File: src/shared/prc_defs.svh
`ifndef PRC_DEFS_SVH
`define PRC_DEFS_SVH

// Boot memory geometry
`define PRC_OTP_BYTES 128
`define PRC_OTP_AW 7

// Hidden correction area starts here (repair table and ECC bytes)
`define PRC_OTP_USER_LIMIT 7'h70

// Power-up settle time in ns and derived cycles at 40 MHz
`define PRC_CLK_NS 25
`define PRC_SETTLE_NS 1000
`define PRC_SETTLE_CYC ((`PRC_SETTLE_NS + `PRC_CLK_NS - 1) / `PRC_CLK_NS)

// Default low-power wake interval in slow-oscillator ticks
`define PRC_WAKE_CYC 16'h0400

`endif

File: src/shared/prc_pkg.sv
package prc_pkg;
    typedef enum logic [6:0] {
        PRC_SHUTDOWN = 7'b000_0001,
        PRC_SETTLE   = 7'b000_0010,
        PRC_OTP_LOAD = 7'b000_0100,
        PRC_TRANSPORT = 7'b000_1000,
        PRC_ACTIVE   = 7'b001_0000,
        PRC_LOWPOWER = 7'b010_0000,
        PRC_WAKE     = 7'b100_0000
    } prc_state_t;
endpackage

File: src/prc_rf_gate.sv
`timescale 1ns/100ps
`default_nettype none
`include "prc_defs.svh"

module prc_rf_gate (
    // Clock and control
    input wire logic i_clk_sys,
    input wire logic i_rst_n,
    input wire logic i_ce,
    input wire logic i_run,
    // Packet framing
    input wire logic i_tx_active,
    input wire logic i_rx_active,
    input wire logic i_rf_needed,
    // RF enable
    output logic o_rf_on
);
    logic rf_on_r;
    logic rf_on_nxt;

    // RF on only in the live parts of a packet
    always_comb begin
        rf_on_nxt = i_run && (i_tx_active || i_rx_active) && i_rf_needed;
    end

    // Register the gate
    always_ff @(posedge i_clk_sys) begin
        if (!i_rst_n) begin
            rf_on_r <= 1'b0;
        end else if (i_ce) begin
            rf_on_r <= rf_on_nxt;
        end
    end

    assign o_rf_on = rf_on_r;
endmodule

`default_nettype wire

File: src/prc_top.sv
// Behaviour
// - Shutdown tristates outputs, stops all clocks
// - Regulator enable acts as full power-up
// - Power-on reset sets every circuit defined
// - Low reset input forces power-on state
// - Low-power modes use slow oscillator, timed wake
// - RF gated on and off within packets
// - Boot memory disabled after boot completes
// - Boot memory holds 128 bytes
// - Disable pin high at settle end keeps boot memory off
// - Correction entries hidden from customer reads
`timescale 1ns/100ps
`default_nettype none
`include "prc_defs.svh"

module prc_top #(
    parameter int OTP_BYTES = `PRC_OTP_BYTES,
    parameter int SETTLE_CYC = `PRC_SETTLE_CYC,
    parameter logic [15:0] WAKE_CYC = `PRC_WAKE_CYC
) (
    // Clock, reset, enable
    input wire logic i_clk_sys,
    input wire logic i_rst_n,
    input wire logic i_ce,
    // Power pins
    input wire logic i_reg_en,
    input wire logic i_onetime_memory_disable_pin,
    input wire logic i_io_supply_rail,
    // Low-power oscillator tick and mode request
    input wire logic i_low_power_oscillator_tick,
    input wire logic i_lowpower_req,
    input wire logic [15:0] i_wake_interval,
    // Transport stage done
    input wire logic i_transport_done,
    // Packet framing
    input wire logic i_tx_active,
    input wire logic i_rx_active,
    input wire logic i_rf_needed,
    // Customer boot-memory read port
    input wire logic i_otp_rd,
    input wire logic [`PRC_OTP_AW-1:0] i_otp_addr,
    // Boot-memory program port (manufacturing)
    input wire logic i_otp_wr,
    input wire logic [7:0] i_otp_wdata,
    // Status and controls
    output prc_pkg::prc_state_t o_state,
    output logic o_clk_en,
    output logic o_out_en_n,
    output logic o_core_rst_n,
    output logic o_otp_enabled,
    output logic o_otp_loaded,
    output logic o_on_slow_clock,
    output logic o_rf_on,
    output logic [7:0] o_otp_rdata,
    output logic o_otp_rvalid
);
    import prc_pkg::*;

    localparam int SC_W = $clog2(SETTLE_CYC + 1);

    // Refuse geometry or timing the logic cannot serve
    if (OTP_BYTES != 128 || SETTLE_CYC < 1) begin : g_bad_param
        $error("prc_top: unsupported parameter values");
    end

    // Hidden bytes are never shown to customers
    function automatic logic is_user_addr(input logic [`PRC_OTP_AW-1:0] a);
        is_user_addr = (a < `PRC_OTP_USER_LIMIT);
    endfunction

    logic [7:0] otp_mem [0:OTP_BYTES-1];
    prc_state_t state_r, state_nxt;
    logic [SC_W-1:0] settle_r, settle_nxt;
    logic [15:0] wake_r, wake_nxt;
    logic [`PRC_OTP_AW-1:0] ld_r, ld_nxt;
    logic otp_en_r, otp_en_nxt;
    logic loaded_r, loaded_nxt;
    logic clk_en_r, clk_en_nxt;
    logic oen_n_r, oen_n_nxt;
    logic core_rst_n_r, core_rst_n_nxt;
    logic slow_r, slow_nxt;
    logic [7:0] rdata_r, rdata_nxt;
    logic rvalid_r, rvalid_nxt;
    logic [7:0] shadow_r, shadow_nxt;
    logic pwr_off;

    // Power absent or regulator off means shutdown
    assign pwr_off = !i_reg_en || !i_io_supply_rail;

    // Sequencer next state
    always_comb begin
        state_nxt = state_r;
        settle_nxt = settle_r;
        wake_nxt = wake_r;
        ld_nxt = ld_r;
        otp_en_nxt = otp_en_r;
        loaded_nxt = loaded_r;
        shadow_nxt = shadow_r;
        rdata_nxt = 8'h00;
        rvalid_nxt = 1'b0;
        case (state_r)
            PRC_SHUTDOWN: begin
                settle_nxt = '0;
                loaded_nxt = 1'b0;
                otp_en_nxt = 1'b0;
                if (!pwr_off) begin
                    state_nxt = PRC_SETTLE;
                end
            end
            PRC_SETTLE: begin
                settle_nxt = settle_r + 1'b1;
                if (settle_r == SC_W'(SETTLE_CYC - 1)) begin
                    state_nxt = PRC_OTP_LOAD;
                    ld_nxt = '0;
                    otp_en_nxt = !i_onetime_memory_disable_pin;
                end
            end
            PRC_OTP_LOAD: begin
                if (!otp_en_r) begin
                    state_nxt = PRC_TRANSPORT;
                end else begin
                    shadow_nxt = otp_mem[ld_r];
                    ld_nxt = ld_r + 1'b1;
                    if (ld_r == `PRC_OTP_AW'(OTP_BYTES - 1)) begin
                        loaded_nxt = 1'b1;
                        state_nxt = PRC_TRANSPORT;
                    end
                end
            end
            PRC_TRANSPORT: begin
                if (i_transport_done) begin
                    state_nxt = PRC_ACTIVE;
                    otp_en_nxt = 1'b0;
                end
            end
            PRC_ACTIVE: begin
                if (i_lowpower_req) begin
                    state_nxt = PRC_LOWPOWER;
                    wake_nxt = (i_wake_interval == 16'h0000) ? WAKE_CYC : i_wake_interval;
                end
            end
            PRC_LOWPOWER: begin
                if (i_low_power_oscillator_tick) begin
                    wake_nxt = wake_r - 16'h0001;
                    if (wake_r == 16'h0001) begin
                        state_nxt = PRC_WAKE;
                    end
                end
            end
            PRC_WAKE: begin
                state_nxt = PRC_ACTIVE;
            end
            default: begin
                state_nxt = PRC_SHUTDOWN;
            end
        endcase
        // Customer reads only while boot memory is enabled
        if (otp_en_r && i_otp_rd) begin
            rvalid_nxt = 1'b1;
            rdata_nxt = is_user_addr(i_otp_addr) ? otp_mem[i_otp_addr] : 8'h00;
        end
        if (pwr_off) begin
            state_nxt = PRC_SHUTDOWN;
        end
    end

    // Output controls derived from next state
    always_comb begin
        clk_en_nxt = (state_nxt != PRC_SHUTDOWN) && (state_nxt != PRC_LOWPOWER);
        oen_n_nxt = (state_nxt == PRC_SHUTDOWN);
        core_rst_n_nxt = (state_nxt != PRC_SHUTDOWN) && (state_nxt != PRC_SETTLE);
        slow_nxt = (state_nxt == PRC_LOWPOWER);
    end

    // Register all state; reset forces power-on state
    always_ff @(posedge i_clk_sys) begin
        if (!i_rst_n) begin
            state_r <= PRC_SHUTDOWN;
            settle_r <= '0;
            wake_r <= 16'h0000;
            ld_r <= '0;
            otp_en_r <= 1'b0;
            loaded_r <= 1'b0;
            shadow_r <= 8'h00;
            rdata_r <= 8'h00;
            rvalid_r <= 1'b0;
            clk_en_r <= 1'b0;
            oen_n_r <= 1'b1;
            core_rst_n_r <= 1'b0;
            slow_r <= 1'b0;
        end else if (i_ce) begin
            state_r <= state_nxt;
            settle_r <= settle_nxt;
            wake_r <= wake_nxt;
            ld_r <= ld_nxt;
            otp_en_r <= otp_en_nxt;
            loaded_r <= loaded_nxt;
            shadow_r <= shadow_nxt;
            rdata_r <= rdata_nxt;
            rvalid_r <= rvalid_nxt;
            clk_en_r <= clk_en_nxt;
            oen_n_r <= oen_n_nxt;
            core_rst_n_r <= core_rst_n_nxt;
            slow_r <= slow_nxt;
        end
    end

    // Manufacturing programming, write-once per byte
    always_ff @(posedge i_clk_sys) begin
        if (i_ce && otp_en_r && i_otp_wr && otp_mem[i_otp_addr] == 8'h00) begin
            otp_mem[i_otp_addr] <= i_otp_wdata;
        end
    end

    // RF gating within packets
    prc_rf_gate u_rf_gate (
        .i_clk_sys(i_clk_sys),
        .i_rst_n(i_rst_n),
        .i_ce(i_ce),
        .i_run(state_r == PRC_ACTIVE),
        .i_tx_active(i_tx_active),
        .i_rx_active(i_rx_active),
        .i_rf_needed(i_rf_needed),
        .o_rf_on(o_rf_on)
    );

    assign o_state = state_r;
    assign o_clk_en = clk_en_r;
    assign o_out_en_n = oen_n_r;
    assign o_core_rst_n = core_rst_n_r;
    assign o_otp_enabled = otp_en_r;
    assign o_otp_loaded = loaded_r;
    assign o_on_slow_clock = slow_r;
    assign o_otp_rdata = rdata_r;
    assign o_otp_rvalid = rvalid_r;
endmodule

`default_nettype wire

File: config.mk
export PLATFORM = sky130hd
export DESIGN_NAME = prc_top
export DESIGN_NICKNAME = d
export VERILOG_FILES = /design/src/shared/prc_pkg.sv /design/src/prc_rf_gate.sv /design/src/prc_top.sv
export VERILOG_INCLUDE_DIRS = /design/src /design/src/shared
export SDC_FILE = /design/constraint.sdc
export NUM_CORES = 1
export LEC_CHECK = 0
export ABC_AREA = 1
export BUFFER_PORTS_ARGS = -buffer_cell sky130_fd_sc_hd__buf_2
export CAP_MARGIN = 10
export CORE_MARGIN = 4
export CORE_UTILIZATION = 45
export DETAILED_ROUTE_END_ITERATION = 6
export SKIP_CTS_REPAIR_TIMING = 1
export SLEW_MARGIN = 20
export SYNTH_ARGS = -nofsm -noshare
export SYNTH_HDL_FRONTEND = slang
export SYNTH_SLANG_ARGS = --single-unit
export TNS_END_PERCENT = 100
File: constraint.sdc
create_clock -name i_clk_sys -period 11.5 [get_ports i_clk_sys]
set_clock_uncertainty 0.1 [all_clocks]
set_input_delay 3.45 -clock i_clk_sys [delete_from_list [all_inputs] [get_ports i_clk_sys]]
set_output_delay 3.45 -clock i_clk_sys [all_outputs]
set_load 0.01 [all_outputs]
Yosys cells after proc, flatten, opt, wreduce, memory -nomap -nowiden
Memories as Yosys holds them, arrays and structs flattened. Index checks and enable logic that the tools add are counted.

RAM bits: 1024. Register bits: 52. Output and inout port bits: 23. Input port bits: 45. Memories kept: 1.

Order comparisons: 1. Equal/unequal tests: 21. Reductions and logical operators: 25. Mux-type cells: 28. $add $sub $neg: 3.

Memory list: otp_mem (depth 128, bits a word 8, read ports 1, clocked after memory_dff 0, wr ports 1, line prc_top.sv:71) `logic [7:0] otp_mem [0:OTP_BYTES-1];`.

Operators with widths (count): 7-bit 2-to-1 mux (10); 7-bit case mux with 7 select lines (1); 16-bit 2-to-1 mux (3); 16-bit case mux with 2 select lines (1); 16-bit by 1-bit equality test with 1-bit output (second input constant) (1); 16-bit logical NOT (1); 8-bit 2-to-1 mux (2); 4-bit AND reduction (4); 16-bit by 1-bit subtractor with 16-bit output (second input constant) (1); 7-bit by 1-bit equality test with 1-bit output (second input constant) (2); 7-bit by 6-bit equality test with 1-bit output (second input constant) (2); 7-bit equality test (second input constant) (2); 7-bit case mux with 2 select lines (1); 2-bit inequality test (second input constant) (6); 6-bit case mux with 2 select lines (1); 1-bit logical AND (8); 8-bit logical NOT (1); 2-bit nonzero test (4); 7-bit by 1-bit adder with 7-bit output (second input constant) (1); 7-bit by 2-bit equality test with 1-bit output (second input constant) (1); 7-bit by 3-bit equality test with 1-bit output (second input constant) (1); 7-bit by 4-bit equality test with 1-bit output (second input constant) (1); 7-bit by 5-bit equality test with 1-bit output (second input constant) (1); 7-bit < comparator (second input constant) (1); 12 further kinds (21).

Logic depth before layout (Yosys ltp)
Word-level depth: 7. Mapped depth: 22. Mapped depth without buffers: 16.

Modules after synthesis
From an unflattened synthesis, not the netlist that was laid out.

Cell total of the unflattened synthesis: 4659. Area total of the unflattened synthesis: 46075.4 um^2.

By module, submodules not included: prc_top (area an instance 46016.6 um^2, cells an instance 4650, sequential area each 31770.5 um^2, instances 1); prc_rf_gate (area an instance 58.8 um^2, cells an instance 9, sequential area each 20.0 um^2, instances 1).

Least setup slack after synthesis
No wires, ideal clock.

Path type: input to register. Start: input i_otp_addr[0]. End: memory otp_mem[93][0], enable pin. Slack: 5.479 ns. Stages on the path: 17. Path buffers: 5. Data arrival time: 5.550 ns. Cell sequence: buf_2 -> buf_2 -> buf_1 -> nand2_1 -> a21oi_1 -> or2_2 -> nand2_1 -> nand2_1 -> nand2_1 -> nand3_1 -> nand2_1 -> nand3_1 -> nor2_1 -> nand3_1 -> buf_2 -> buf_6 -> nor2_1.

Longest elaborated chain between the ends: 5.

RTL lines: from (decl) (line prc_top.sv:41) `` input wire logic [`PRC_OTP_AW-1:0] i_otp_addr, ``; memory 128 x 8 bit; 8-bit logical NOT (line prc_top.sv:210) `if (i_ce && otp_en_r && i_otp_wr && otp_mem[i_otp_addr] == 8'h00) begin`; 1-bit logical AND (line prc_top.sv:210); 1-bit 2-to-1 mux (line prc_top.sv:210); 1-bit 2-to-1 mux (implied by the code) (line prc_top.sv:211) `otp_mem[i_otp_addr] <= i_otp_wdata;`; to (decl) (line prc_top.sv:71).

Parallel ways exist; a longest one is shown, timed or not.

Final worst setup path
Start: input i_otp_addr[1]. End: memory otp_mem[80][3], enable pin.

Same word-level chain as after synthesis.

==> results.json <==
{
  "r2r_end": "otp_mem[80][3]",
  "sequentialPowerShare_pct": 51.3,
  "syn2layout_area_growth_pct": 10.7,
  "htree_levels": 3,
  "path_cells": "clkbuf_8 -> inv_8 -> buf_4 -> nand2_1 -> nand2_1 -> nand2_1 -> nand2_1 -> nand2_1 -> nand2_1 -> o21ai_0 -> nand2_1 -> nor2_1 -> nand2_1 -> nor2_1 -> nand3_4 -> buf_4 -> nor2_1",
  "rsz0062_at_grt": "no",
  "cp_max_fo": 110,
  "relSlewSlack_pct": 23.8,
  "synth_flop_cell": "edfxtp_1",
  "yosysSeqAreaShare_pct": 68.4,
  "synth.avg_cell_area_um2": 9.88,
  "period_needed_ns": 8.25,
  "path_buf_inv": 4,
  "drc": 0,
  "final.period_utilization_pct": 71.8,
  "report.final.setup_viol": 0,
  "clockBufferDepth": 3,
  "cp.arrival_ns": 8.47,
  "synthArstFlopShare_pct": 0,
  "worst_pin_slew_ns": 1.14,
  "p_per_area_mw_per_mm2": 162,
  "place_area_mm2": 0.0479,
  "antenna_cells": 0,
  "track_usage_pct": 23.2,
  "worst_slack_ns": 3.25,
  "synth-edff-count": 1024,
  "hold_class": "reg -> reg",
  "dr.pass1.iters": 5,
  "pwr-share-comb_pct": 5.9,
  "cellLeakagePower_uw": 0.0205,
  "stdcell_area_mm2": 0.0515,
  "synthesis.nets": 4754,
  "nets": 4743,
  "cpLargestDelayFamily": "simple AND/OR/NAND/NOR gates",
  "pre_cts_ws_ns": 2.71,
  "r2r_start": "otp_mem[11][3]",
  "internal_power_uw": 6470,
  "wl_per_cell_um": 20.8,
  "whs_ns": 0.360,
  "fmax_mhz": 121,
  "grt-ovfl-total": 0,
  "die_area_mm2": 0.109,
  "r2r_setup_slack_ns": 7.15,
  "cts_tree": "yes",
  "drt-total-wl_um": 128000,
  "cts_root_buf": "clkbuf_16",
  "drive_above_1_share_pct": 8.23,
  "fin_setup_tns_ns": 0,
  "ios": 68,
  "core_area_mm2": 0.102,
  "ys_types": 42,
  "hpwl_um": 74000,
  "clock_sinks": 1076,
  "peakVddDrop_uv": 98.4,
  "p_clk_share_pct": 42.8,
  "first_global_vias": 30900,
  "via_count": 32100,
  "critPathMostFrequentCell": "nand2_1",
  "syn_inst": 4705,
  "outcome": "finished clean",
  "cts_made_buffers": 113,
  "reg2reg_depth": 16,
  "netlist_area_mm2": 0.0465,
  "antenna_found_initial": 2,
  "endpoint_kind": "register",
  "placementRows": 117,
  "swShare_pct": 22.7,
  "hp-start": "o_otp_rdata[3]",
  "cp.required_ns": 11.72,
  "clk_pin_slew_ns": 0.06,
  "grt_pass1_wl_um": 191000,
  "ys_warn_count": 0,
  "detail-route-antenna-nets": 0,
  "drt_iter0_markers": 3111,
  "worstSetupPathType": "in -> reg",
  "clk_latency_ns": 0.70,
  "cp-start-kind": "input pin",
  "initial_core_util_pct": 45.5,
  "drv_cap": 0,
  "die-width_um": 329,
  "n_fill_cell": 9366,
  "finalMaxSlewViolations": 0,
  "cp_slowest_cell": "nor2_1",
  "hold_depth": 2,
  "p_sw_uw": 1890,
  "slowest_delay_ns": 0.62,
  "gp_congestion": 0.884,
  "hold_violations": 0,
  "viasPerCell": 5.21,
  "grt_max_degree": 176,
  "min_to": "o_otp_rdata[3]",
  "die_y_um": 329,
  "port_buffers": 67,
  "ys_ff_latch": 1076
}
## kinds of logic after synthesis
| kind of cell | Yosys count | share of synthesized area, % |
|---|---|---|
| simple gates | 3108 | 26.1 |
| flops | 1076 | 68.4 |
| buf+inv | 326 | 3.16 |
| xor+xnor | 8 | 0.151 |
| compound gates | 183 | 2.11 |
| fa+ha+maj | 4 | 0.108 |
## sequential cells by signal, indices dropped and copies added, names as in the netlist
signal,cells
otp_mem,1024
o_out_en_n,1
o_otp_enabled,1
o_state,7
o_otp_rdata,8
o_core_rst_n,1
u_rf_gate.o_rf_on,1
o_otp_rvalid,1
o_on_slow_clock,1
o_clk_en,1
wake_r,16
ld_r,7
o_otp_loaded,1
settle_r,6
## how the worst max path moves through the flow
stage	startpoint	endpoint	slack, ns	cells after the start
global placement	i_otp_addr[1]	otp_mem[94][6]	2.78	17
CTS	i_otp_addr[1]	otp_mem[80][4]	3.45	17
floorplan	i_otp_addr[0]	otp_mem[93][0]	5.48	17
detailed placement	i_otp_addr[1]	otp_mem[80][7]	2.71	17
finish	i_otp_addr[1]	otp_mem[80][3]	3.25	17
global route	i_otp_addr[1]	otp_mem[80][3]	3.08	17
## cell usage after synthesis, types with 2 or more instances
library cell | n | area [µm²]
a211oi_1 | 4 | 30.0
a21boi_0 | 2 | 15.0
a21oi_1 | 86 | 430
a221oi_1 | 2 | 17.5
a22oi_1 | 4 | 30.0
a31oi_1 | 7 | 43.8
buf_1 | 18 | 67.6
buf_2 | 100 | 500
buf_4 | 4 | 30.0
buf_6 | 14 | 158
clkbuf_1 | 103 | 387
dfxtp_1 | 52 | 1040
edfxtp_1 | 1024 | 30700
ha_1 | 4 | 50.1
inv_1 | 79 | 297
inv_2 | 8 | 30.0
nand2_1 | 2783 | 10400
nand3_1 | 36 | 180
nand4_1 | 30 | 188
nor2_1 | 124 | 465
nor2_2 | 101 | 632
nor3_1 | 7 | 35.0
nor3b_1 | 4 | 30.0
nor4_1 | 10 | 62.6
o211ai_1 | 4 | 30.0
o21ai_0 | 56 | 280
o21ai_1 | 13 | 65.1
or2_2 | 6 | 37.5
xnor2_1 | 3 | 26.3
xor2_1 | 5 | 43.8
## per-layer routing
| layer | vias to the layer above | wire [µm] | GRT usage [%] |
|---|---|---|---|
| met4 | 2 | 3950 | 7.59 |
| met5 | - | 7 | 0 |
| li1 | 15300 | - | - |
| met3 | 197 | 10100 | 4.61 |
| met1 | 15400 | 55500 | 32.3 |
| met2 | 1202 | 58200 | 36.8 |
## cell type report
type / instances / area, µm² / share of cell area [%]
Tap cell: 1368 / 1710 / 3.32
Inverter: 87 / 344 / 0.668
Clock inverter: 58 / 546 / 1.06
Multi-Input combinational cell: 3303 / 13200 / 25.7
Clock buffer: 148 / 3070 / 5.96
Sequential cell: 1076 / 31800 / 61.8
Timing Repair Buffer: 113 / 772 / 1.50
## metrics by stage
| stage | power (µW) | util, % | instances |
|---|---|---|---|
| 6_report | 8360 | 50.4 | 6153 |
| 5_1_grt | 8620 | 50.4 | 6153 |
| 4_1_cts | 8410 | 50.4 | 6153 |
| 2_1_floorplan | 4640 | - | 4705 |
| 3_5_place_dp | 4860 | 46.8 | 5947 |
| 3_3_place_gp | 4860 | 46.8 | 5947 |
## power groups by stage
stage | clock network [µW] | logic (µW) | registers [µW]
after floorplan | 0 | 266 | 4370
after global placement | 0 | 486 | 4370
after detailed placement | 0 | 487 | 4370
after CTS | 3630 | 489 | 4290
after global routing | 3790 | 537 | 4290
final | 3580 | 490 | 4290
## worst min-delay path: stages, from the launching register on
cell     delay [ns]
dfxtp_1        0.30
nand2_1        0.06
a21oi_1        0.05
## cells in the final DEF (no fill, tap or decap), types with 5 or more instances in the layout
cell type / instances
o21ai_0: 56
edfxtp_1: 1024
nor3_1: 7
xor2_1: 5
nor2_1: 122
nand4_1: 30
a31oi_1: 7
a21oi_1: 86
buf_2: 56
o21ai_1: 13
inv_2: 6
bufinv_16: 9
inv_1: 77
clkbuf_16: 114
clkinvlp_4: 7
dfxtp_1: 52
nand3_1: 35
clkbuf_8: 10
or2_2: 6
nand2_1: 2783
nor4_1: 10
buf_4: 51
clkbuf_1: 25
nor2_2: 103
clkinv_1: 21
clkinv_2: 16
Power figures use the tool's default switching activity.
